`config.mk`:
```
export PLATFORM = sky130hd
export DESIGN_NAME = dcsrm_top
export DESIGN_NICKNAME = d
export VERILOG_FILES = /design/src/hdl/dcsrm_chan_regs.v /design/src/hdl/dcsrm_top.v
export VERILOG_INCLUDE_DIRS = /design/src /design/src/hdl
export SDC_FILE = /design/constraint.sdc
export NUM_CORES = 1
export LEC_CHECK = 0
export BUFFER_PORTS_ARGS = -buffer_cell sky130_fd_sc_hd__buf_2
export CORE_AREA = 2 2 174 176
export CTS_BUF_LIST = sky130_fd_sc_hd__clkbuf_4 sky130_fd_sc_hd__clkbuf_8 sky130_fd_sc_hd__clkbuf_16
export DETAILED_ROUTE_END_ITERATION = 16
export DIE_AREA = 0 0 176 178
export HOLD_SLACK_MARGIN = 0.15
export PLACE_DENSITY = 0.75
export SETUP_SLACK_MARGIN = 0.02
export SLEW_MARGIN = 0
export SYNTH_ARGS = -nofsm -noshare
export SYNTH_HDL_FRONTEND = slang
export SYNTH_SLANG_ARGS = --single-unit
```
`constraint.sdc`:
```
create_clock -name core_clk -period 3.37 [get_ports core_clk]
set_input_delay 0.1685 -clock core_clk [delete_from_list [all_inputs] [get_ports core_clk]]
set_output_delay 0.1685 -clock core_clk [all_outputs]
set_load 0.005 [all_outputs]
```
`src/hdl/dcsrm_consts.vh`:
```
// Constants for the dual channel serial register map.
// Assumes inclusion by bare name from the register map modules.
// Summary of operation
// - A reserved bit that has storage keeps what the host writes and reads it back.
// - A reserved bit with no storage always reads as zero.
// - The master interrupt and reset register is one register written alike from either channel.
// - The interrupt vector is one location shared by both channels and writable from either.
// - Vector reads through channel B carry interrupt status, reads through channel A the plain value.
// - Channel A alone has a read-only register holding the pending bits of both channels.
// - With extended read on, receive, mode, transmit and misc control settings read at 9, 4, 5 and 11.
// - With extended read on, address 14 reads the extended feature register.
// - Addresses 6 and 7 give the frame byte count only while the frame FIFO is on in bit framing mode.
// - Addresses 12 and 13 read back the baud time constant low and high bytes.
// - The two bus variants differ in where each access takes its address: the address pins, or the command pointer and data select.
// - On the non-multiplexed variant the low three command bits point at registers 0 to 7.
// - Command code 001 adds eight to the pointer written with it.
`ifndef DCSRM_CONSTS_VH
`define DCSRM_CONSTS_VH

// ----------------------------------------
// Register addresses
// ----------------------------------------
`define DCSRM_A_CMD 4'h0
`define DCSRM_A_VEC 4'h2
`define DCSRM_A_PEND 4'h3
`define DCSRM_A_MODE 4'h4
`define DCSRM_A_TXP 4'h5
`define DCSRM_A_CNTL 4'h6
`define DCSRM_A_CNTH 4'h7
`define DCSRM_A_DATA 4'h8
`define DCSRM_A_MASTER 4'h9
`define DCSRM_A_RXP_RD 4'h9
`define DCSRM_A_RXP 4'h3
`define DCSRM_A_STAT10 4'hA
`define DCSRM_A_MISC 4'hA
`define DCSRM_A_MISC_RD 4'hB
`define DCSRM_A_BAUDL 4'hC
`define DCSRM_A_BAUDH 4'hD
`define DCSRM_A_EXT_RD 4'hE
`define DCSRM_A_STAT15 4'hF
`define DCSRM_A_STAT1 4'h1

// ----------------------------------------
// Fields and codes
// ----------------------------------------
`define DCSRM_CMD_LO 3
`define DCSRM_CMD_HI 5
`define DCSRM_PTR_HI 2
`define DCSRM_CMD_POINT_HIGH 3'h1
`define DCSRM_HIGH_BANK 1'h1
`define DCSRM_EXT_READ_BIT 6
`define DCSRM_NEW_REG_BIT 0
`define DCSRM_FIFO_EN_BIT 2
`define DCSRM_FRAMING_LO 4
`define DCSRM_FRAMING_HI 5
`define DCSRM_FRAMING_BIT 2'h2
`define DCSRM_RST_LO 6
`define DCSRM_RST_HI 7
`define DCSRM_RST_HW 2'h3
`define DCSRM_RST_A 2'h2
`define DCSRM_RST_B 2'h1
`define DCSRM_VEC_LO 1
`define DCSRM_VEC_HI 3

// ----------------------------------------
// Reset values and storage masks
// ----------------------------------------
`define DCSRM_RST_VAL 8'h00
`define DCSRM_PTR_RST 4'h0
`define DCSRM_MASK_FULL 8'hFF
`define DCSRM_MASK_EXT 8'h7F
`define DCSRM_MASK_STAT15 8'hFD
`define DCSRM_PEND_ZERO 2'h0

`endif

```
`src/hdl/dcsrm_chan_regs.v`:
```
// One channel's private write registers and its read-back multiplexer.
// Assumes writes arrive as one-cycle strobes already decoded by the top.
`timescale 1ns/10ps
module dcsrm_chan_regs (
  input wire core_clk,
  input wire nrst,
  input wire soft_rst,
  input wire wr_en,
  input wire [3:0] wr_addr,
  input wire [7:0] wr_data,
  input wire [3:0] rd_addr,
  input wire [7:0] stat0,
  input wire [7:0] stat1,
  input wire [7:0] stat10,
  input wire [7:0] rx_data,
  input wire [7:0] frame_cnt_low,
  input wire [7:0] frame_cnt_high,
  output reg [7:0] rd_data,
  output wire [15:0] baud_const,
  output wire [7:0] mode
);
`include "dcsrm_consts.vh"

  // ----------------------------------------
  // Storage
  // ----------------------------------------
  reg [7:0] wreg [0:15];
  reg [7:0] ext_feat_r;
  wire new_reg_sel;
  wire ext_rd;
  wire fifo_on;
  integer i;

  // Bits without storage are cut at write time so they read zero
  function [7:0] store_mask;
    input [3:0] a;
    begin
      if (a == `DCSRM_A_STAT15)
        store_mask = `DCSRM_MASK_STAT15;
      else
        store_mask = `DCSRM_MASK_FULL;
    end
  endfunction

  assign new_reg_sel = wreg[`DCSRM_A_STAT15][`DCSRM_NEW_REG_BIT];
  assign ext_rd = ext_feat_r[`DCSRM_EXT_READ_BIT];
  assign fifo_on = wreg[`DCSRM_A_STAT15][`DCSRM_FIFO_EN_BIT] &&
                   (wreg[`DCSRM_A_MODE][`DCSRM_FRAMING_HI:`DCSRM_FRAMING_LO] == `DCSRM_FRAMING_BIT);
  assign baud_const = {wreg[`DCSRM_A_BAUDH], wreg[`DCSRM_A_BAUDL]};
  assign mode = wreg[`DCSRM_A_MODE];

  always @(posedge core_clk or negedge nrst)
  begin
    if (!nrst)
    begin
      for (i = 0; i < 16; i = i + 1)
        wreg[i] <= `DCSRM_RST_VAL;
      ext_feat_r <= `DCSRM_RST_VAL;
    end
    else if (soft_rst)
    begin
      for (i = 0; i < 16; i = i + 1)
        wreg[i] <= `DCSRM_RST_VAL;
      ext_feat_r <= `DCSRM_RST_VAL;
    end
    else if (wr_en)
    begin
      // Address 7 is redirected to the feature register when opened
      if (wr_addr == `DCSRM_A_CNTH && new_reg_sel)
        ext_feat_r <= wr_data & `DCSRM_MASK_EXT;
      else
        wreg[wr_addr] <= wr_data & store_mask(wr_addr);
    end
  end

  // ----------------------------------------
  // Read-back
  // ----------------------------------------
  always @*
  begin
    rd_data = `DCSRM_RST_VAL;
    if (rd_addr == `DCSRM_A_CMD)
      rd_data = stat0;
    else if (rd_addr == `DCSRM_A_STAT1)
      rd_data = stat1;
    else if (rd_addr == `DCSRM_A_MODE)
      rd_data = ext_rd ? wreg[`DCSRM_A_MODE] : stat0;
    else if (rd_addr == `DCSRM_A_TXP)
      rd_data = ext_rd ? wreg[`DCSRM_A_TXP] : stat1;
    else if (rd_addr == `DCSRM_A_CNTL)
      rd_data = fifo_on ? frame_cnt_low : `DCSRM_RST_VAL;
    else if (rd_addr == `DCSRM_A_CNTH)
      rd_data = fifo_on ? frame_cnt_high : `DCSRM_RST_VAL;
    else if (rd_addr == `DCSRM_A_DATA)
      rd_data = rx_data;
    else if (rd_addr == `DCSRM_A_RXP_RD)
      rd_data = ext_rd ? wreg[`DCSRM_A_RXP] : wreg[`DCSRM_A_BAUDH];
    else if (rd_addr == `DCSRM_A_STAT10)
      rd_data = stat10;
    else if (rd_addr == `DCSRM_A_MISC_RD)
      rd_data = ext_rd ? wreg[`DCSRM_A_MISC] : wreg[`DCSRM_A_STAT15];
    else if (rd_addr == `DCSRM_A_BAUDL)
      rd_data = wreg[`DCSRM_A_BAUDL];
    else if (rd_addr == `DCSRM_A_BAUDH)
      rd_data = wreg[`DCSRM_A_BAUDH];
    else if (rd_addr == `DCSRM_A_EXT_RD)
      rd_data = ext_rd ? ext_feat_r : stat10;
    else if (rd_addr == `DCSRM_A_STAT15)
      rd_data = wreg[`DCSRM_A_STAT15];
  end

endmodule

```
`src/hdl/dcsrm_top.v`:
```
// Host-facing register map of a two-channel serial controller.
// Assumes asynchronous host strobes on pins; status comes from logic on core_clk.
`timescale 1ns/10ps
module dcsrm_top (
  input wire core_clk,
  input wire nrst,
  input wire mux_bus_mode,
  input wire cs_n,
  input wire rd_n,
  input wire wr_n,
  input wire chan_a_sel,
  input wire data_sel,
  input wire [3:0] addr_in,
  input wire [7:0] data_in,
  output reg [7:0] data_out,
  output reg data_oe,
  input wire [7:0] stat0_a,
  input wire [7:0] stat0_b,
  input wire [7:0] stat1_a,
  input wire [7:0] stat1_b,
  input wire [7:0] stat10_a,
  input wire [7:0] stat10_b,
  input wire [7:0] rx_data_a,
  input wire [7:0] rx_data_b,
  input wire [7:0] frame_cnt_low_a,
  input wire [7:0] frame_cnt_low_b,
  input wire [7:0] frame_cnt_high_a,
  input wire [7:0] frame_cnt_high_b,
  input wire [2:0] pending_a,
  input wire [2:0] pending_b,
  input wire [2:0] vec_status,
  output reg [7:0] tx_data,
  output reg tx_load_a,
  output reg tx_load_b,
  output reg [7:0] master_irq_reset_reg,
  output reg [7:0] shared_vector_reg,
  output reg [15:0] baud_a,
  output reg [15:0] baud_b,
  output reg [7:0] mode_a,
  output reg [7:0] mode_b
);
`include "dcsrm_consts.vh"

  // ----------------------------------------
  // Pin synchronisers
  // ----------------------------------------
  // Stage one is read only by stage two
  reg [17:0] pin_s1_r;
  reg [17:0] pin_s2_r;
  wire [17:0] pin_raw;
  wire cs_s;
  wire rd_s;
  wire wr_s;
  wire chan_a_s;
  wire data_sel_s;
  wire [3:0] addr_s;
  wire [7:0] din_s;

  assign pin_raw = {~cs_n, ~rd_n, ~wr_n, chan_a_sel, data_sel, addr_in, data_in, mux_bus_mode};

  always @(posedge core_clk or negedge nrst)
  begin
    if (!nrst)
    begin
      pin_s1_r <= 18'h00000;
      pin_s2_r <= 18'h00000;
    end
    else
    begin
      pin_s1_r <= pin_raw;
      pin_s2_r <= pin_s1_r;
    end
  end

  assign cs_s = pin_s2_r[17];
  assign rd_s = pin_s2_r[16];
  assign wr_s = pin_s2_r[15];
  assign chan_a_s = pin_s2_r[14];
  assign data_sel_s = pin_s2_r[13];
  assign addr_s = pin_s2_r[12:9];
  assign din_s = pin_s2_r[8:1];

  // ----------------------------------------
  // Strobe edges
  // ----------------------------------------
  // Writes are taken at strobe release so data has settled for two cycles
  reg wr_act_r;
  reg rd_act_r;
  reg mux_mode_r;
  wire wr_done;
  wire rd_done;
  wire rd_act;

  assign rd_act = cs_s && rd_s;
  assign wr_done = wr_act_r && !(cs_s && wr_s);
  assign rd_done = rd_act_r && !rd_act;

  // ----------------------------------------
  // Address decode
  // ----------------------------------------
  reg [3:0] ptr_r;
  reg [3:0] ptr_nxt;
  reg [3:0] wr_addr_r;
  reg wr_chan_a_r;
  reg [7:0] wr_data_r;
  wire [3:0] acc_addr;
  wire cmd_acc;
  wire wr_a;
  wire wr_b;
  wire [7:0] rd_a;
  wire [7:0] rd_b;
  wire [15:0] baud_a_w;
  wire [15:0] baud_b_w;
  wire [7:0] mode_a_w;
  wire [7:0] mode_b_w;
  reg soft_rst_a_r;
  reg soft_rst_b_r;
  reg wr_pend_r;

  // The bus variants differ in every access address: the pins, or data select and the command pointer
  assign acc_addr = mux_mode_r ? addr_s : (data_sel_s ? `DCSRM_A_DATA : ptr_r);
  assign cmd_acc = (acc_addr == `DCSRM_A_CMD);

  always @*
  begin
    ptr_nxt = ptr_r;
    if (wr_done && !mux_mode_r && !data_sel_s && cmd_acc)
    begin
      ptr_nxt = {(wr_data_r[`DCSRM_CMD_HI:`DCSRM_CMD_LO] == `DCSRM_CMD_POINT_HIGH),
                 wr_data_r[`DCSRM_PTR_HI:0]};
    end
    else if ((wr_done || rd_done) && !data_sel_s)
    begin
      ptr_nxt = `DCSRM_PTR_RST;
    end
  end

  // Private writes go to the selected channel only
  assign wr_a = wr_pend_r && wr_chan_a_r;
  assign wr_b = wr_pend_r && !wr_chan_a_r;

  always @(posedge core_clk or negedge nrst)
  begin
    if (!nrst)
    begin
      wr_act_r <= 1'b0;
      rd_act_r <= 1'b0;
      mux_mode_r <= 1'b0;
      ptr_r <= `DCSRM_PTR_RST;
      wr_addr_r <= `DCSRM_PTR_RST;
      wr_chan_a_r <= 1'b0;
      wr_data_r <= `DCSRM_RST_VAL;
      wr_pend_r <= 1'b0;
      master_irq_reset_reg <= `DCSRM_RST_VAL;
      shared_vector_reg <= `DCSRM_RST_VAL;
      soft_rst_a_r <= 1'b0;
      soft_rst_b_r <= 1'b0;
      tx_data <= `DCSRM_RST_VAL;
      tx_load_a <= 1'b0;
      tx_load_b <= 1'b0;
    end
    else
    begin
      wr_act_r <= cs_s && wr_s;
      rd_act_r <= rd_act;
      mux_mode_r <= pin_s2_r[0];
      ptr_r <= ptr_nxt;
      wr_data_r <= din_s;
      wr_pend_r <= 1'b0;
      soft_rst_a_r <= 1'b0;
      soft_rst_b_r <= 1'b0;
      tx_load_a <= 1'b0;
      tx_load_b <= 1'b0;
      if (wr_done)
      begin
        wr_addr_r <= acc_addr;
        wr_chan_a_r <= chan_a_s;
        if (acc_addr == `DCSRM_A_MASTER)
        begin
          master_irq_reset_reg <= wr_data_r;
          soft_rst_a_r <= (wr_data_r[`DCSRM_RST_HI:`DCSRM_RST_LO] == `DCSRM_RST_HW) ||
                          (wr_data_r[`DCSRM_RST_HI:`DCSRM_RST_LO] == `DCSRM_RST_A);
          soft_rst_b_r <= (wr_data_r[`DCSRM_RST_HI:`DCSRM_RST_LO] == `DCSRM_RST_HW) ||
                          (wr_data_r[`DCSRM_RST_HI:`DCSRM_RST_LO] == `DCSRM_RST_B);
        end
        else if (acc_addr == `DCSRM_A_VEC)
          shared_vector_reg <= wr_data_r;
        else if (acc_addr == `DCSRM_A_DATA)
        begin
          tx_data <= wr_data_r;
          tx_load_a <= chan_a_s;
          tx_load_b <= !chan_a_s;
        end
        else if (!cmd_acc || mux_mode_r)
          wr_pend_r <= 1'b1;
      end
    end
  end

  // ----------------------------------------
  // Channel register sets
  // ----------------------------------------
  dcsrm_chan_regs u_chan_a (
    .core_clk(core_clk),
    .nrst(nrst),
    .soft_rst(soft_rst_a_r),
    .wr_en(wr_a),
    .wr_addr(wr_addr_r),
    .wr_data(wr_data_r),
    .rd_addr(acc_addr),
    .stat0(stat0_a),
    .stat1(stat1_a),
    .stat10(stat10_a),
    .rx_data(rx_data_a),
    .frame_cnt_low(frame_cnt_low_a),
    .frame_cnt_high(frame_cnt_high_a),
    .rd_data(rd_a),
    .baud_const(baud_a_w),
    .mode(mode_a_w)
  );

  dcsrm_chan_regs u_chan_b (
    .core_clk(core_clk),
    .nrst(nrst),
    .soft_rst(soft_rst_b_r),
    .wr_en(wr_b),
    .wr_addr(wr_addr_r),
    .wr_data(wr_data_r),
    .rd_addr(acc_addr),
    .stat0(stat0_b),
    .stat1(stat1_b),
    .stat10(stat10_b),
    .rx_data(rx_data_b),
    .frame_cnt_low(frame_cnt_low_b),
    .frame_cnt_high(frame_cnt_high_b),
    .rd_data(rd_b),
    .baud_const(baud_b_w),
    .mode(mode_b_w)
  );

  // ----------------------------------------
  // Read path
  // ----------------------------------------
  reg [7:0] rd_mux;

  always @*
  begin
    rd_mux = chan_a_s ? rd_a : rd_b;
    if (acc_addr == `DCSRM_A_VEC)
    begin
      rd_mux = shared_vector_reg;
      if (!chan_a_s)
        rd_mux[`DCSRM_VEC_HI:`DCSRM_VEC_LO] = vec_status;
    end
    else if (acc_addr == `DCSRM_A_PEND)
      rd_mux = chan_a_s ? {`DCSRM_PEND_ZERO, pending_a, pending_b} : `DCSRM_RST_VAL;
  end

  always @(posedge core_clk or negedge nrst)
  begin
    if (!nrst)
    begin
      data_out <= `DCSRM_RST_VAL;
      data_oe <= 1'b0;
      baud_a <= 16'h0000;
      baud_b <= 16'h0000;
      mode_a <= `DCSRM_RST_VAL;
      mode_b <= `DCSRM_RST_VAL;
    end
    else
    begin
      data_oe <= rd_act;
      data_out <= rd_act ? rd_mux : `DCSRM_RST_VAL;
      baud_a <= baud_a_w;
      baud_b <= baud_b_w;
      mode_a <= mode_a_w;
      mode_b <= mode_b_w;
    end
  end

endmodule

```
Word level (Yosys, flattened, before mapping)
Cells that the tools add are included.
{"block": "word_totals", "latch_bits": 0, "n_memories": 0, "regBits": 413, "input_bits": 125, "ram_bits": 0, "mem_bits_ro": 0}
{"block": "classes", "bitwise": 8, "add_sub_neg": 0, "mul": 0, "div_mod_pow": 0, "order_cmp": 2, "n_mux": 92, "n_reduce_logical": 39, "n_eq_ne": 25, "shift": 0}
{"operator": "$mux 128", "count": 6}
{"operator": "$mux 8", "count": 59}
{"operator": "$bwmux 128", "count": 2}
{"operator": "$eq 4x4->1 const B", "count": 9}
{"operator": "$demux 8 s4", "count": 1}
{"operator": "$eq 4x3->1 const B", "count": 5}
{"operator": "$mux 1", "count": 17}
{"operator": "$and 8x8->8", "count": 2}
{"operator": "$mux 4", "count": 4}
{"operator": "$logic_and 1x1->1", "count": 15}
{"operator": "$reduce_and 2->1", "count": 5}
{"operator": "$reduce_bool 2->1", "count": 5}
{"operator": "$eq 2x2->1 const B", "count": 4}
{"operator": "$eq 4x2->1 const B", "count": 2}
{"operator": "$logic_not 1->1", "count": 7}
{"operator": "$mux 6", "count": 1}
{"operator": "$ge 5x5->1 const B", "count": 1}
{"operator": "$lt 5x1->1 const B", "count": 1}
{"operator": "$not 1->1", "count": 5}
{"operator": "$not 4->5", "count": 1}
{"operator": "$eq 4x1->1 const B", "count": 1}
{"operator": "$logic_not 4->1", "count": 1}
{"operator": "$logic_or 1x1->1", "count": 4}
{"operator": "$ne 2x2->1 const B", "count": 2}
{"operator": "other kinds (6)", "count": 6}

Longest topological paths before layout
Gate-level depths: netlist of the first run.
{"block": "depth", "depth_word": 21, "ltp_mapped": 11, "depth_no_buf": 7}

Modules after synthesis
A second synthesis of the first run with hierarchy kept.
{"block": "unflattened", "hier_cells": 1237, "hier_area_um2": 13449.1}
{"mod": "dcsrm_top", "area_per_inst_um2": 4586.9, "n_inst": 1, "cells_per_inst": 277}
{"mod": "dcsrm_chan_regs (u_chan_a)", "area_per_inst_um2": 4469.3, "n_inst": 1, "cells_per_inst": 486}
{"mod": "dcsrm_chan_regs (u_chan_b)", "area_per_inst_um2": 4393.0, "n_inst": 1, "cells_per_inst": 474}

Worst setup path before layout of the first run
Ideal clock, no wire load.
{"block": "synth_timing", "kind": "reg-to-reg", "startpoint": "reg pin_s2_r[13]", "endpoint": "reg data_out[1]", "arrival_ns": 2.174, "path_stages_with_launch": 10, "setup_time_ns": 0.143, "slack_ns": 1.053, "required_time_ns": 3.227, "cell_sequence": "dfrtp_1 buf_6 nor4b_4 nor2_4 buf_2 o21a_1 o311ai_0 a21oi_1 a221oi_1 a2111oi_2"}
{"block": "synth_via", "elab_chain_len": 21}
{"item": "from (decl)", "line_no": "dcsrm_top.v:49", "text": "reg [17:0] pin_s2_r;"}
{"item": "from (signal assigned)", "line_no": "dcsrm_top.v:71", "text": "pin_s2_r <= pin_s1_r;"}
{"item": "$mux 4 (*) (2 in a row)", "line_no": "dcsrm_top.v:121", "text": "assign acc_addr = mux_mode_r ? addr_s : (data_sel_s ? `DCSRM_A_DATA : ptr_r);"}
{"item": "$eq 4x4->1 (no line)"}
{"item": "$mux 8", "line_no": "dcsrm_chan_regs.v:108", "text": "else if (rd_addr == `DCSRM_A_STAT15)"}
{"item": "$mux 8", "line_no": "dcsrm_chan_regs.v:106", "text": "else if (rd_addr == `DCSRM_A_EXT_RD)"}
{"item": "$mux 8", "line_no": "dcsrm_chan_regs.v:104", "text": "else if (rd_addr == `DCSRM_A_BAUDH)"}
{"item": "$mux 8", "line_no": "dcsrm_chan_regs.v:102", "text": "else if (rd_addr == `DCSRM_A_BAUDL)"}
{"item": "$mux 8", "line_no": "dcsrm_chan_regs.v:100", "text": "else if (rd_addr == `DCSRM_A_MISC_RD)"}
{"item": "$mux 8", "line_no": "dcsrm_chan_regs.v:98", "text": "else if (rd_addr == `DCSRM_A_STAT10)"}
{"item": "[4 not listed]"}
{"item": "$mux 8", "line_no": "dcsrm_chan_regs.v:88", "text": "else if (rd_addr == `DCSRM_A_TXP)"}
{"item": "$mux 8", "line_no": "dcsrm_chan_regs.v:86", "text": "else if (rd_addr == `DCSRM_A_MODE)"}
{"item": "$mux 8", "line_no": "dcsrm_chan_regs.v:84", "text": "else if (rd_addr == `DCSRM_A_STAT1)"}
{"item": "$mux 8", "line_no": "dcsrm_chan_regs.v:82", "text": "if (rd_addr == `DCSRM_A_CMD)"}
{"item": "$mux 8", "line_no": "dcsrm_top.v:248", "text": "rd_mux = chan_a_s ? rd_a : rd_b;"}
{"item": "$mux 8", "line_no": "dcsrm_top.v:255", "text": "else if (acc_addr == `DCSRM_A_PEND)"}
{"item": "$mux 8 (*)", "line_no": "dcsrm_top.v:249", "text": "if (acc_addr == `DCSRM_A_VEC)"}
{"item": "$mux 8 (no line) (*)"}
{"item": "to (signal assigned)", "line_no": "dcsrm_top.v:263", "text": "data_out <= `DCSRM_RST_VAL;"}
{"item": "to (signal assigned)", "line_no": "dcsrm_top.v:273", "text": "data_out <= rd_act ? rd_mux : `DCSRM_RST_VAL;"}
{"item": "to (decl)", "line_no": "dcsrm_top.v:15", "text": "output reg [7:0] data_out,"}
Every way passes the cells marked *; elsewhere a longest branch is shown, timed or not.
A chain may end at the register's enable or synchronous reset.

Worst setup path in the final report of the first run
{"block": "layout_timing", "startpoint": "reg mux_mode_r", "endpoint": "reg data_out[2]"}
{"block": "layout_via", "elab_chain_len": 20}
{"item": "from (decl)", "line_no": "dcsrm_top.v:89", "text": "reg mux_mode_r;"}
{"item": "from (signal assigned)", "line_no": "dcsrm_top.v:166", "text": "mux_mode_r <= pin_s2_r[0];"}
{"item": "$mux 4 (*)", "line_no": "dcsrm_top.v:121"}
{"item": "$eq 4x4->1 (no line)"}
{"item": "$mux 8", "line_no": "dcsrm_chan_regs.v:108"}
{"item": "$mux 8", "line_no": "dcsrm_chan_regs.v:106"}
{"item": "$mux 8", "line_no": "dcsrm_chan_regs.v:104"}
{"item": "$mux 8", "line_no": "dcsrm_chan_regs.v:102"}
{"item": "$mux 8", "line_no": "dcsrm_chan_regs.v:100"}
{"item": "$mux 8", "line_no": "dcsrm_chan_regs.v:98"}
{"item": "[4 not listed]"}
{"item": "$mux 8", "line_no": "dcsrm_chan_regs.v:88"}
{"item": "$mux 8", "line_no": "dcsrm_chan_regs.v:86"}
{"item": "$mux 8", "line_no": "dcsrm_chan_regs.v:84"}
{"item": "$mux 8", "line_no": "dcsrm_chan_regs.v:82"}
{"item": "$mux 8", "line_no": "dcsrm_top.v:248"}
{"item": "$mux 8", "line_no": "dcsrm_top.v:255"}
{"item": "$mux 8 (*)", "line_no": "dcsrm_top.v:249"}
{"item": "$mux 8 (no line) (*)"}
Marked as above.

==> results of run 1 <==
==> power groups by stage <==
stage                     Combinational [mW]  Sequential [mW]  Clock (mW)
after floorplan                        0.500             3.66           0
after global placement                 0.957             3.76           0
after detailed placement               0.968             3.77           0
after CTS                               1.00             3.72        3.61
after global routing                    1.09             3.75        3.73
final                                   1.01             3.72        3.55
==> cells in the mapped netlist (all sizes together) (4+ instances only) <==
library cell  instances
a221oi               21
nor3                 20
and3b                 7
a2111oi               7
a211oi               15
o22a                  8
dfrtp               267
a31oi                 5
inv                  14
o32a                  5
and3                  5
o211a                 4
and2                  7
nand2                48
a22oi                 4
nor2                171
buf                  43
nor2b                 6
nand3b                4
nand3                11
mux2                 31
a221o                 4
or2                   4
a21o                  5
nor4                  9
o221ai               17
o21ai                52
clkbuf               46
o2111ai               4
nand2b                7
o22ai                19
mux2i               163
a22o                  7
o211ai                9
a21oi                71
o21a                  4
==> cell type report <==
type | instances | area [um^2]
Clock buffer | 41 | 895
Clock inverter | 15 | 195
Fill cell | 2581 | 13500
Inverter | 15 | 56.3
Multi-Input combinational cell | 798 | 5650
Sequential cell | 267 | 6690
Tap cell | 390 | 488
Timing Repair Buffer | 302 | 1900
==> cell families (layout without fill, tap and decap cells) <==
kind of cell / Yosys count / count (layout) / share of synthesized area, %
compound gates: 286 / 286 / 15.9
buf+inv: 104 / 373 / 3.70
flops: 267 / 267 / 52.2
mux: 194 / 194 / 15.5
simple gates: 318 / 318 / 12.8
==> timing repair <==
item / CTS / global route
hold buffers: 36 / 0
endpoints found under the hold margin: 255 / 0
endpoints found under the setup margin: 0 / 1
resized for setup: 0 / 1
==> worst max path at each step <==
stage / from / to / slack [ns] / cells past startpoint
2_1_floorplan: pin_s2_r[13] / data_out[1] / 1.05 / 9
3_3_place_gp: mux_mode_r / data_out[2] / 0.31 / 8
3_5_place_dp: mux_mode_r / data_out[2] / 0.25 / 8
4_1_cts: mux_mode_r / data_out[2] / 0.26 / 8
5_1_grt: mux_mode_r / data_out[4] / 0.07 / 8
6_report: mux_mode_r / data_out[2] / 0.15 / 8
==> per-layer routing <==
metal	up-vias	share of wire (%)	wire, um
met5	-	0	0
met4	0	3.8	1790
met3	94	7.5	3530
met2	557	47	22000
met1	5456	42	19900
li1	4767	-	-
==> stage by stage <==
stage          setup WS, ns  instance area, um^2
2_1_floorplan          1.05                12800
3_3_place_gp          0.308                14400
3_5_place_dp          0.255                14400
4_1_cts               0.261                15900
5_1_grt              0.0665                15900
6_report              0.147                15900
==> worst max-delay path, stage by stage (launching register included) <==
cell	delay, ns
dfrtp_1	0.84
and3b_1	0.39
or2_1	0.54
buf_4	0.27
a21oi_1	0.11
o211a_1	0.14
o22ai_1	0.30
a211oi_1	0.20
nor4_1	0.33
==> results by stage, run 1 <==
Die:
- For this configuration, the core starts out at a cell density of 43.6%.
- The area inside the core boundary is 29400 um^2.
- From bottom edge to top edge, the die measures 178 um.
- The die area is 31300 um^2.
- The placement row count is 63.
- The chip width is between 150 and 200 um.
- The I/O pin count is ~210.

Timing:
- After layout, the worst path uses 95.6% of the clock period.
- The smallest clock period supported by the final layout is computed as around 3.2 ns.
- For the pin with the worst max-slew slack, the measured transition is 1.19 ns.
- The setup violation total in the final timing report is 0.
- Measured against its own limit, the worst slew margin works out to 20.9%.
- The tightest hold path in the finished design has a slack of 0.150 ns.
- The timing-limited maximum frequency is between 300 and 400 MHz.
- The total count of max-transition violations in the final report is 0.
- The final-report hold violation count is 0.
- Setup repair after global routing left no endpoint under its margin.
- On the final layout, the worst clock skew is 0.0252 ns.
- Summed over all failing endpoints, the final setup total negative slack is 0 ns.

Placement:
- The congestion estimate from routability-driven global placement came to roughly 0.97.
- The count of buffers from port buffering is a little over 200.
- The cell count after placement is ~1700.
- After legalization and detailed placement, the total HPWL measured 33500 um.

Routing:
- The starting DRC count in detailed routing is 1228.
- In this run the remaining antenna-violating nets after routing total 0.
- The wire length after detailed routing is approximately 47000 um.
- The number of vias per cell after detailed routing is slightly below 6.
- The first-pass detailed-route iteration total is 6.
- For this block, the via count after detailed routing is 10874.
- After detailed routing, the number of remaining DRC violations is 0.
- In the final routed layout, each cell accounts on average for 25.8 um.

CTS:
- TritonCTS built the clock tree.
- The number of buffers added by the clock tree synthesis step is 30.
- The maximum level of the CTS H-tree is 1.
- Buffers added to address setup during post-CTS repair amount to 0.
- The clock passes through at most 3 buffers.
- The tree is rooted in a clkbuf_16.
- The clock network latency to the later pin of the worst-skew pair is roughly 0.57 ns.
- The tree built by TritonCTS fans out to 267 sinks.
- Clock-pin slew was measured on the worst setup and hold paths at about 0.070 ns.

Global route:
- The layer flagged by global routing as most heavily used is met2.
- The total track usage is 29.8%.
- The number of antenna violations at the first check in global routing is 1.
- The met1 routing resource usage after global routing is 41.9%.
- The maximum number of pins on one net before global-route repair is between 80 and 90.
- The wire length of the first global-routing pass is ~69000 um.
- Global routing used 47.3% of the available met2 tracks.
- The met3 routing resource usage after global routing is 4.52%.
- After global routing the overflow that remains totals 0.
- The via count of the first global-routing pass is between 10000 and 15000.

Final layout:
- Leaving out fill and tap cells, the most frequent cells in the layout are 263 x dfrtp_1, 206 x buf_2, 164 x nor2_1.
- The post-layout net count is 1539.
- The largest registers in the layout are u_chan_a.wreg: 31 flops, u_chan_b.wreg: 31 flops.
- The antenna diode count is 0.
- The final design utilization is 54.0%.
- The final non-filler cell total is 1828.
- The leading cell type in the layout, fill and taps excluded is dfrtp_1.
- The synthesis-to-finish area growth is 24.0%.
- The post-route netlist has 27.9% of its cells at a drive strength greater than 1.

Synthesis:
- By area the synthesized netlist is led by dfrtp_1 52%, mux2i_1 13%, nor2_1 4.8%.
- The synthesized design contains roughly 270 register bits.
- Of the synthesized area, sequential elements account for 52.2%.
- Each instance of the synthesized netlist takes up on average ~11 um^2.
- The share of synthesized registers carrying an async set or reset is 100%.
- The area share of the largest cell type after synthesis is 52.2%.
- The top cell type by total area after synthesis is dfrtp_1.
- Synthesis produced approximately 1200 cells.
- Counting flops with a built-in enable in the synthesized netlist gives 0.
- The dominant synthesized flop cell is dfrtp_1.
- The synthesized net count is 1294.
- The total standard cell area after synthesis is 12800 um^2.
- The number of warnings issued by yosys is 0.
- The synthesized netlist contains 83 unique library cells.

Pwr:
- The internal portion of the total power is between 6 and 7 mW.
- For this design the static power due to leakage is 7.65 nW.
- After layout, the design draws a total of 8.29 mW.
- The fraction of power spent switching nets is 26.6%.
- The power share of the sequential group is 44.9%.
- Combinational cells account for between 10% and 20% of the total power.
- The switching component of the power is between 2 and 2.5 mW.
- The portion of total power attributed to the clock network is 42.9%.
- The worst-case IR drop observed on VDD is approximately 0.35 mV.
- The total power per unit cell area is ~520 nW/um^2.

Critical path:
- The kind of start point of the critical path is a flop.
- The end of the worst register-to-register path is data_out[2].
- The critical path is of the flop to flop type.
- The worst-path maximum fanout is 22.
- The required time of the critical path is 3.83 ns.
- Across all register-to-register paths, the minimum setup slack is 0.15 ns.
- The arrival time reported for the critical path endpoint is 3.68 ns.
- The startpoint identified for the worst register-to-register timing path is mux_mode_r.
- The endpoint class of the critical path is a flop.
- The depth of the most critical reg-to-reg path is 8.

Flow run:
- Across the run, the number of max-cap violations was 0.

Min path:
- The type of the most critical hold path is primary input to async pin.

Outcome:
- The run finished with clean final reports.
No activity file was read; power rests on OpenSTA's default activity.
==> inputs of run 2 (changes only) <==
Settings changed: RECOVER_POWER set to 25.
Clock period 3.37 ns to 3 ns, I/O delays scaled along.
==> results by stage, run 2 (synthesized netlist as in run 1, its figures left out) <==
Outcome:
- Run status: finished with violations (was complete, no violations).
- The final reports fail on capacitance limit, slew limit.

Placement:
- The cell area after placement is 14500 um^2 (was 14400 um^2).
- The final weighted congestion in routability-driven placement is 0.978 (was 0.968).
- The count of buffers from port buffering came to 207 (unchanged).
- The detailed placement HPWL came to 33800 um (was 33500 um).
- The cell count after placement is 1750 (was 1736).

Critical path:
- The required time of the critical path was 3.42 ns (was 3.83 ns).
- The register-to-register setup slack is 0.14 ns (was 0.15 ns).
- The instance count on the critical path is 10 (was 8).
- In this design, the critical path's most frequently occurring cell is buf_4.
- The start of the worst register-to-register path was mux_mode_r (unchanged).
- The delay contributed by the slowest stage of the critical path came to 0.46 ns (was 0.84 ns).
- The startpoint of the most critical setup path is mux_mode_r (unchanged).
- The critical path capture point is data_out[7] (was data_out[2]).
- The depth of the most critical reg-to-reg path is 10 (was 8).
- The critical setup path kind is flop to flop (unchanged).
- The end of the worst register-to-register path was data_out[7] (was data_out[2]).
- The library cell contributing the largest single delay on the critical path is nor2_4 (was dfrtp_1).
- The endpoint class of the critical path is a flop (unchanged).
- The kind of start point of the critical path is a flop (unchanged).
- CP cell instances: buf_12 > and3b_1 > nor2_4 > buf_4 > nor4_1 > o31ai_1 > o2111ai_1 > a31oi_1 > buf_4 > a211oi_1 (was and3b_1 > or2_1 > buf_4 > a21oi_1 > o211a_1 > o22ai_1 > a211oi_1 > nor4_1).
- The cell family contributing the most delay on the critical path is compound AO/OA/AOI/OAI gates (was simple AND/OR/NAND/NOR gates).
- The arrival time reported for the critical path endpoint is 3.28 ns (was 3.68 ns).
- The worst-path maximum fanout is 29 (was 22).
- The buffer and inverter count on the worst path is 3 (was 1).

Timing:
- The worst-case clock skew is 0.0140 ns (was 0.0252 ns).
- The final total negative setup slack came to 0 ns (unchanged).
- The shortest period the worst path allows is 2.86 ns (was 3.22 ns).
- The final-report hold violation count is 0 (unchanged).
- The setup violation total in the final timing report was 0 (unchanged).
- The worst slack on hold paths is 0.183 ns (was 0.150 ns).
- The slew at the pin closest to its max-slew limit was 2.36 ns (was 1.19 ns).
- The timing-limited maximum frequency came to 350 MHz (was 310 MHz).
- The total count of max-transition violations in the final report is 88 (was 0).
- The final worst-path cycle share is 95.4% (was 95.6%).
- Setup repair after global routing missed its margin: no (unchanged).
- The worst slew margin relative to its limit came to -57.5% (was 20.9%).

Final layout:
- The fraction of final layout cells with drive strength greater than 1 is 28.4% (was 27.9%).
- The antenna diode count came to 0 (unchanged).
- The final design utilization is 54.4% (was 54.0%).
- The fill cell total of the finished layout is 2567 (was 2581).
- The final non-filler cell total is 1846 (was 1828).
- The leading cell type in the layout, fill and taps excluded is dfrtp_1 (unchanged).
- The post-layout net count is 1560 (was 1539).
- Regs by FF count: u_chan_a.wreg: 31 flops, u_chan_b.wreg: 31 flops (unchanged).
- Leading cell types in the layout, fill and taps excluded: 265 x dfrtp_1, 206 x buf_2, 164 x nor2_1 (was 263 x dfrtp_1, 206 x buf_2, 164 x nor2_1).
- The synthesis-to-finish area growth is 25.0% (was 24.0%).
- The final instance area came to 16000 um^2 (was 15900 um^2).

CTS:
- The number of buffers added by the clock tree synthesis step came to 28 (was 30).
- The clock network latency to the later pin of the worst-skew pair came to 0.57 ns (about the same).
- The cell chosen for the clock root is clkbuf_16 (unchanged).
- The maximum level of the CTS H-tree is 1 (unchanged).
- The TritonCTS clock tree is yes (unchanged).
- The maximum root-to-sink buffer count is 3 (unchanged).
- The clock-pin slew on the worst setup and hold paths is 0.07 ns (about the same).
- The number of clock sinks seen by CTS is 267 (unchanged).

Die:
- The I/O pin count is 208 (unchanged).
- The placement row count is 63 (unchanged).
- The initial cell density of the core was 43.6% (unchanged).
- The floorplan die height is 178 um (unchanged).
- The area inside the core boundary is 29400 um^2 (unchanged).
- The chip width is 176 um (unchanged).
- The die area is 31300 um^2 (unchanged).

Pwr:
- The total power per unit cell area is 562 nW/um^2 (was 522 nW/um^2).
- The static power due to leakage is 7.76 nW (was 7.65 nW).
- The worst supply voltage drop on vdd came to 0.406 mV (was 0.355 mV).

Global route:
- The maximum number of pins on one net before global-route repair was 90 (was 86).
- The number of antenna violations at the first check in global routing is 1 (unchanged).
- The wire length of the first global-routing pass is 69500 um (was 69200 um).
- The total track usage was 29.9% (was 29.8%).
- The via count of the first global-routing pass is 10827 (was 10709).
- The global-route congestion overflow total is 0 (unchanged).

Routing:
- The number of vias per cell after detailed routing came to 5.99 (was 5.95).
- The total via count after detailed routing is 11066 (was 10874).
- The wire length after detailed routing came to 47400 um (was 47100 um).
- The mean routed wirelength per cell came to 25.7 um (was 25.8 um).
- The post-detailed-route DRC marker count was 0 (unchanged).
- The first-pass detailed-route iteration total is 7 (was 6).
- The starting DRC count in detailed routing is 1218 (was 1228).
- The number of antenna-violating nets in the routed design was 0 (unchanged).

Min path:
- The worst hold path begins at stat0_b[2].
- The type of the most critical hold path is primary input to flop (was primary input to async pin).

Flow run:
- The count of max-cap constraint violations is 1 (was 0).
[run 2: cell count changes in the layout (fill, tap and decap cells not counted), sizes merged]
cell and delta:
buf +15, dlygate4sd3 +7, bufinv -3, clkbuf +3, clkinv -2, clkinvlp -1, inv -1
[run 2: routing by layer]
layer / part of all wire [%] / vias up / global-route usage [%]
met5: 0 / - / 0
met4: 4.2 / 0 / 11.4
met3: 7.2 / 110 / 3.82
met2: 46 / 600 / 47.5
met1: 42 / 5549 / 42.1
li1: - / 4807 / -
[run 2: power breakdown]
group,leakage (nW),switching [mW],internal [mW]
sequential,3.56,0.264,3.90
combinational,3.71,0.668,0.526
clock,0.487,1.51,2.12
[run 2: cell type report]
cell class                 count  area (um^2)  area share (%)
clock buffer                  43          888            5.55
clock inverter                 8         86.3           0.540
inverter                      15         56.3           0.352
multi-input combinational    798         5680            35.5
sequential                   267         6680            41.8
tap                          390          488            3.05
timing repair buffer         325         2120            13.2
[run 2: timing repair]
| item | CTS | global route |
|---|---|---|
| hold buffers | 43 | 0 |
| resized for setup | 0 | 7 |
| setup endpoints to repair | 0 | 4 |
| setup buffers | 0 | 2 |
| endpoints found under the hold margin | 167 | 0 |
[run 2: per-stage QoR]
| stage | total power [mW] | setup WS (ns) |
|---|---|---|
| after global routing | 9.30 | 0.0444 |
| after floorplan | 4.67 | 0.683 |
| after global placement | 5.32 | 0.186 |
| final | 8.99 | 0.139 |
| after CTS | 9.02 | 0.150 |
| after detailed placement | 5.34 | 0.173 |
[run 2: worst register-to-register path: stages (launching register included)]
cell	delay, ns
dfrtp_1	0.41
buf_12	0.18
and3b_1	0.26
nor2_4	0.46
buf_4	0.26
nor4_1	0.06
o31ai_1	0.38
o2111ai_1	0.19
a31oi_1	0.31
buf_4	0.16
a211oi_1	0.04
[run 2: how the worst min path moves through the flow]
stage | to | slack (ns) | cells past startpoint
2_1_floorplan | baud_a[0] | -0.15 | 0
3_3_place_gp | pin_s1_r[1] | 0.22 | 1
3_5_place_dp | u_chan_a.baud_const[2] | 0.23 | 1
4_1_cts | data_out[4] | 0.16 | 5
5_1_grt | data_out[7] | 0.19 | 4
6_report | data_out[2] | 0.18 | 5
==> inputs of run 3 (changes only) <==
Settings changed: CELL_PAD_IN_SITES_DETAIL_PLACEMENT set to 1, CELL_PAD_IN_SITES_GLOBAL_PLACEMENT set to 1, CORE_AREA 2 2 174 176 to 2 2 176 178, DIE_AREA 0 0 176 178 to 0 0 178 180, PLACE_DENSITY 0.75 to 0.91, SYNTH_HIERARCHICAL set to 1.
==> results by stage, run 3 <==
Pwr:
- The total power per unit cell area is 585 nW/um^2 (was 562 nW/um^2).
- The worst supply voltage drop on vdd is 0.472 mV (was 0.406 mV).
- The static power due to leakage is 7.87 nW (was 7.76 nW).

Final layout:
- The antenna diode count was 0 (unchanged).
- The post-layout net count was 1577 (was 1560).
- The synthesis-to-finish area growth came to 21.7% (was 25.0%).
- The final instance area is 16400 um^2 (was 16000 um^2).
- The leading cell type in the layout, fill and taps excluded is dfrtp_1 (unchanged).
- The area of the multi-input gates is 5990 um^2 (was 5680 um^2).
- The final design utilization came to 54.2% (was 54.4%).
- The fraction of final layout cells with drive strength greater than 1 is 30.0% (was 28.4%).
- Regs by FF count: u_chan_a/wreg: 31 flops, u_chan_b/wreg: 31 flops (was u_chan_a.wreg: 31 flops, u_chan_b.wreg: 31 flops).
- Leading cell types in the layout, fill and taps excluded: 264 x dfrtp_1, 205 x buf_2, 172 x mux2i_1 (was 265 x dfrtp_1, 206 x buf_2, 164 x nor2_1).
- The area taken by flip-flops and latches is 6690 um^2 (was 6680 um^2).
- The fill cell total of the finished layout came to 3270 (was 2567).

CTS:
- The TritonCTS clock tree is yes (unchanged).
- The maximum root-to-sink buffer count is 3 (unchanged).
- The number of buffers added by the clock tree synthesis step is 30 (was 28).
- The clock network latency to the later pin of the worst-skew pair is 0.57 ns (about the same).
- The cell chosen for the clock root was clkbuf_16 (unchanged).
- The maximum level of the CTS H-tree is 1 (unchanged).
- The clock-pin slew on the worst setup and hold paths came to 0.06 ns (was 0.07 ns).
- The number of clock sinks seen by CTS came to 267 (unchanged).

Die:
- The die area is 32000 um^2 (was 31300 um^2).
- The chip width is 178 um (was 176 um).
- The initial cell density of the core was 44.5% (was 43.6%).
- The I/O pin count was 208 (unchanged).
- The floorplan die height is 180 um (was 178 um).
- The area inside the core boundary was 30200 um^2 (was 29400 um^2).
- The placement row count is 64 (was 63).

Timing:
- The total count of max-transition violations in the final report is 72 (was 88).
- The shortest period the worst path allows is 2.94 ns (was 2.86 ns).
- The worst slew margin relative to its limit is -33.8% (was -57.5%).
- The slew at the pin closest to its max-slew limit came to 2.01 ns (was 2.36 ns).
- The worst-case clock skew is 0.0176 ns (was 0.0140 ns).
- The worst-case setup margin in the final layout is 0.0558 ns (was 0.139 ns).
- The final worst-path cycle share is 98.1% (was 95.4%).
- The worst slack on hold paths is 0.194 ns (was 0.183 ns).
- The setup violation total in the final timing report is 0 (unchanged).
- The final-report hold violation count is 0 (unchanged).
- The timing-limited maximum frequency came to 340 MHz (was 350 MHz).

Synthesis:
- The synthesized net count is 1362 (was 1294).
- The post-synthesis register bit count came to 267 (unchanged).
- The share of synthesized registers carrying an async set or reset is 100% (unchanged).
- The count of mapped cells out of synthesis is 1237 (was 1169).
- The area share of the largest cell type after synthesis is 49.7% (was 52.2%).
- The dominant synthesized flop cell is dfrtp_1 (unchanged).
- The cell with the most instances after synthesis was dfrtp_1 (unchanged).
- The register area share after synthesis is 49.7% (was 52.2%).
- Leading post-synthesis cells by cell area: dfrtp_1 50%, mux2i_1 13%, nor2_1 4.2% (was dfrtp_1 52%, mux2i_1 13%, nor2_1 4.8%).
- The number of enable flip-flop cells after synthesis was 0 (unchanged).
- The total standard cell area after synthesis is 13400 um^2 (was 12800 um^2).
- The mean instance size in the synthesized netlist was 10.9 um^2 (was 11.0 um^2).
- The number of warnings issued by yosys is 6 (was 0).
- Most common library cells after synthesis: 267 x dfrtp_1, 172 x mux2i_1, 151 x nor2_1 (was 267 x dfrtp_1, 164 x nor2_1, 163 x mux2i_1).
- The top cell type by total area after synthesis is dfrtp_1 (unchanged).
- The number of different library cells in the post-synthesis netlist was 80 (was 83).

Global route:
- The wire length of the first global-routing pass was 71800 um (was 69500 um).
- The global-route congestion overflow total was 0 (unchanged).
- The maximum number of pins on one net before global-route repair is 77 (was 90).
- The number of antenna violations at the first check in global routing was 1 (unchanged).
- The total track usage came to 29.4% (was 29.9%).
- The via count of the first global-routing pass came to 11825 (was 10827).

Placement:
- The final weighted congestion in routability-driven placement was 0.989 (was 0.978).
- The setup slack at placement is -0.0683 ns (was 0.173 ns).
- The cell area after placement is 14800 um^2 (was 14500 um^2).
- The count of buffers from port buffering is 207 (unchanged).
- The detailed placement HPWL came to 32400 um (was 33800 um).

Routing:
- The mean routed wirelength per cell is 25.7 um (about the same).
- The first-pass detailed-route iteration total is 5 (was 7).
- The wire length after detailed routing is 48100 um (was 47400 um).
- The number of antenna-violating nets in the routed design was 0 (unchanged).
- The total via count after detailed routing came to 11173 (was 11066).
- The starting DRC count in detailed routing came to 1005 (was 1218).
- The number of vias per cell after detailed routing came to 5.97 (was 5.99).
- The post-detailed-route DRC marker count is 0 (unchanged).

Critical path:
- The critical setup path kind is flop to flop (unchanged).
- The kind of start point of the critical path is a flop (unchanged).
- The cell family contributing the most delay on the critical path is compound AO/OA/AOI/OAI gates (unchanged).
- The arrival time reported for the critical path endpoint was 3.39 ns (was 3.28 ns).
- CP cell instances: buf_6 > nor3b_4 > nor2_4 > inv_6 > buf_4 > nor2_1 > a211oi_1 > a31oi_1 > a21oi_2 > a21oi_1 > o21ai_1 > nor2b_1 > a211oi_1 > buf_4 > a211oi_1 (was buf_12 > and3b_1 > nor2_4 > buf_4 > nor4_1 > o31ai_1 > o2111ai_1 > a31oi_1 > buf_4 > a211oi_1).
- The buffer and inverter count on the worst path is 4 (was 3).
- The required time of the critical path is 3.44 ns (was 3.42 ns).
- The worst-path maximum fanout is 11 (was 29).
- The library cell contributing the largest single delay on the critical path is dfrtp_2 (was nor2_4).
- The startpoint of the most critical setup path is mux_mode_r (unchanged).
- The endpoint class of the critical path is a flop (unchanged).
- The critical path's most frequent cell is a211oi_1 (was buf_4).
- The delay contributed by the slowest stage of the critical path is 0.45 ns (was 0.46 ns).
- The start of the worst register-to-register path is mux_mode_r (unchanged).

Outcome:
- Run status: finished with violations (unchanged).
- Violated checks: capacitance limit, slew limit (unchanged).

Min path:
- The origin of the worst min-delay path is pending_a[2] (was stat0_b[2]).
- The type of the most critical hold path is primary input to flop (unchanged).

Flow run:
- The count of max-cap constraint violations is 1 (unchanged).
-- run 3: cell type report --
cell class,instances,area share (%)
clock buffer,43,5.56
clock inverter,12,0.918
inverter,29,0.726
multi-input combinational,808,36.6
sequential,267,40.9
tap,396,3.03
timing repair buffer,316,12.3
-- run 3: where the power goes --
part	switching, mW	total [mW]	internal, mW	leakage, nW
Combinational	0.777	1.41	0.630	3.80
Sequential	0.341	4.27	3.93	3.55
Clock	1.53	3.90	2.36	0.522
-- run 3: what timing repair did --
item,CTS,global route
buffers inserted,0,10
pin swaps,1,9
endpoints found under the setup margin,7,8
hold buffers,27,0
gates cloned,0,2
gates resized for setup,8,28
endpoints found under the hold margin,241,0
-- run 3: routing by layer --
metal / vias to the layer above / global-route usage, % / wire length [um]
li1: 4816 / - / -
met2: 526 / 48.8 / 23100
met3: 107 / 4.93 / 3390
met5: - / 0 / 0
met1: 5724 / 39.3 / 20000
met4: 0 / 9.15 / 1610
-- run 3: final timing paths --
check	endpoint	slack, ns	cells past startpoint
max	data_out[1]	0.06	15
min	data_out[5]	0.19	3
max reg2reg	data_out[1]	0.06	15
min reg2reg	pin_s2_r[2]	0.35	0
max in group asynchronous	u_chan_b/ext_feat_r[0]	0.75	3
min in group asynchronous	baud_a[10]	0.71	2
-- run 3: stage by stage --
step	cells	TNS, ns	total power [mW]
after floorplan	1237	0	4.93
after global placement	1777	0	5.52
after detailed placement	1777	-0.0683	5.60
after CTS	1859	0	9.54
after global routing	1871	-0.0606	9.91
final	1871	0	9.58
-- run 3: cells by family (layout without fill, tap and decap cells) --
| kind of cell | Yosys count | in the layout | synth area share [%] |
|---|---|---|---|
| AO/OA/AOI/OAI | 239 | 240 | 12.1 |
| flip-flops | 267 | 267 | 49.7 |
| buffers and inverters | 163 | 400 | 6.88 |
| AND/OR/NAND/NOR | 342 | 342 | 12.9 |
| multiplexers | 226 | 226 | 18.4 |
-- run 3: worst reg2reg max path, cell delays in order (launching register included) --
cell	delay [ns]
dfrtp_2	0.45
buf_6	0.15
nor3b_4	0.26
nor2_4	0.09
inv_6	0.13
buf_4	0.22
nor2_1	0.09
a211oi_1	0.25
a31oi_1	0.10
a21oi_2	0.15
a21oi_1	0.05
o21ai_1	0.18
nor2b_1	0.17
a211oi_1	0.07
buf_4	0.21
a211oi_1	0.27
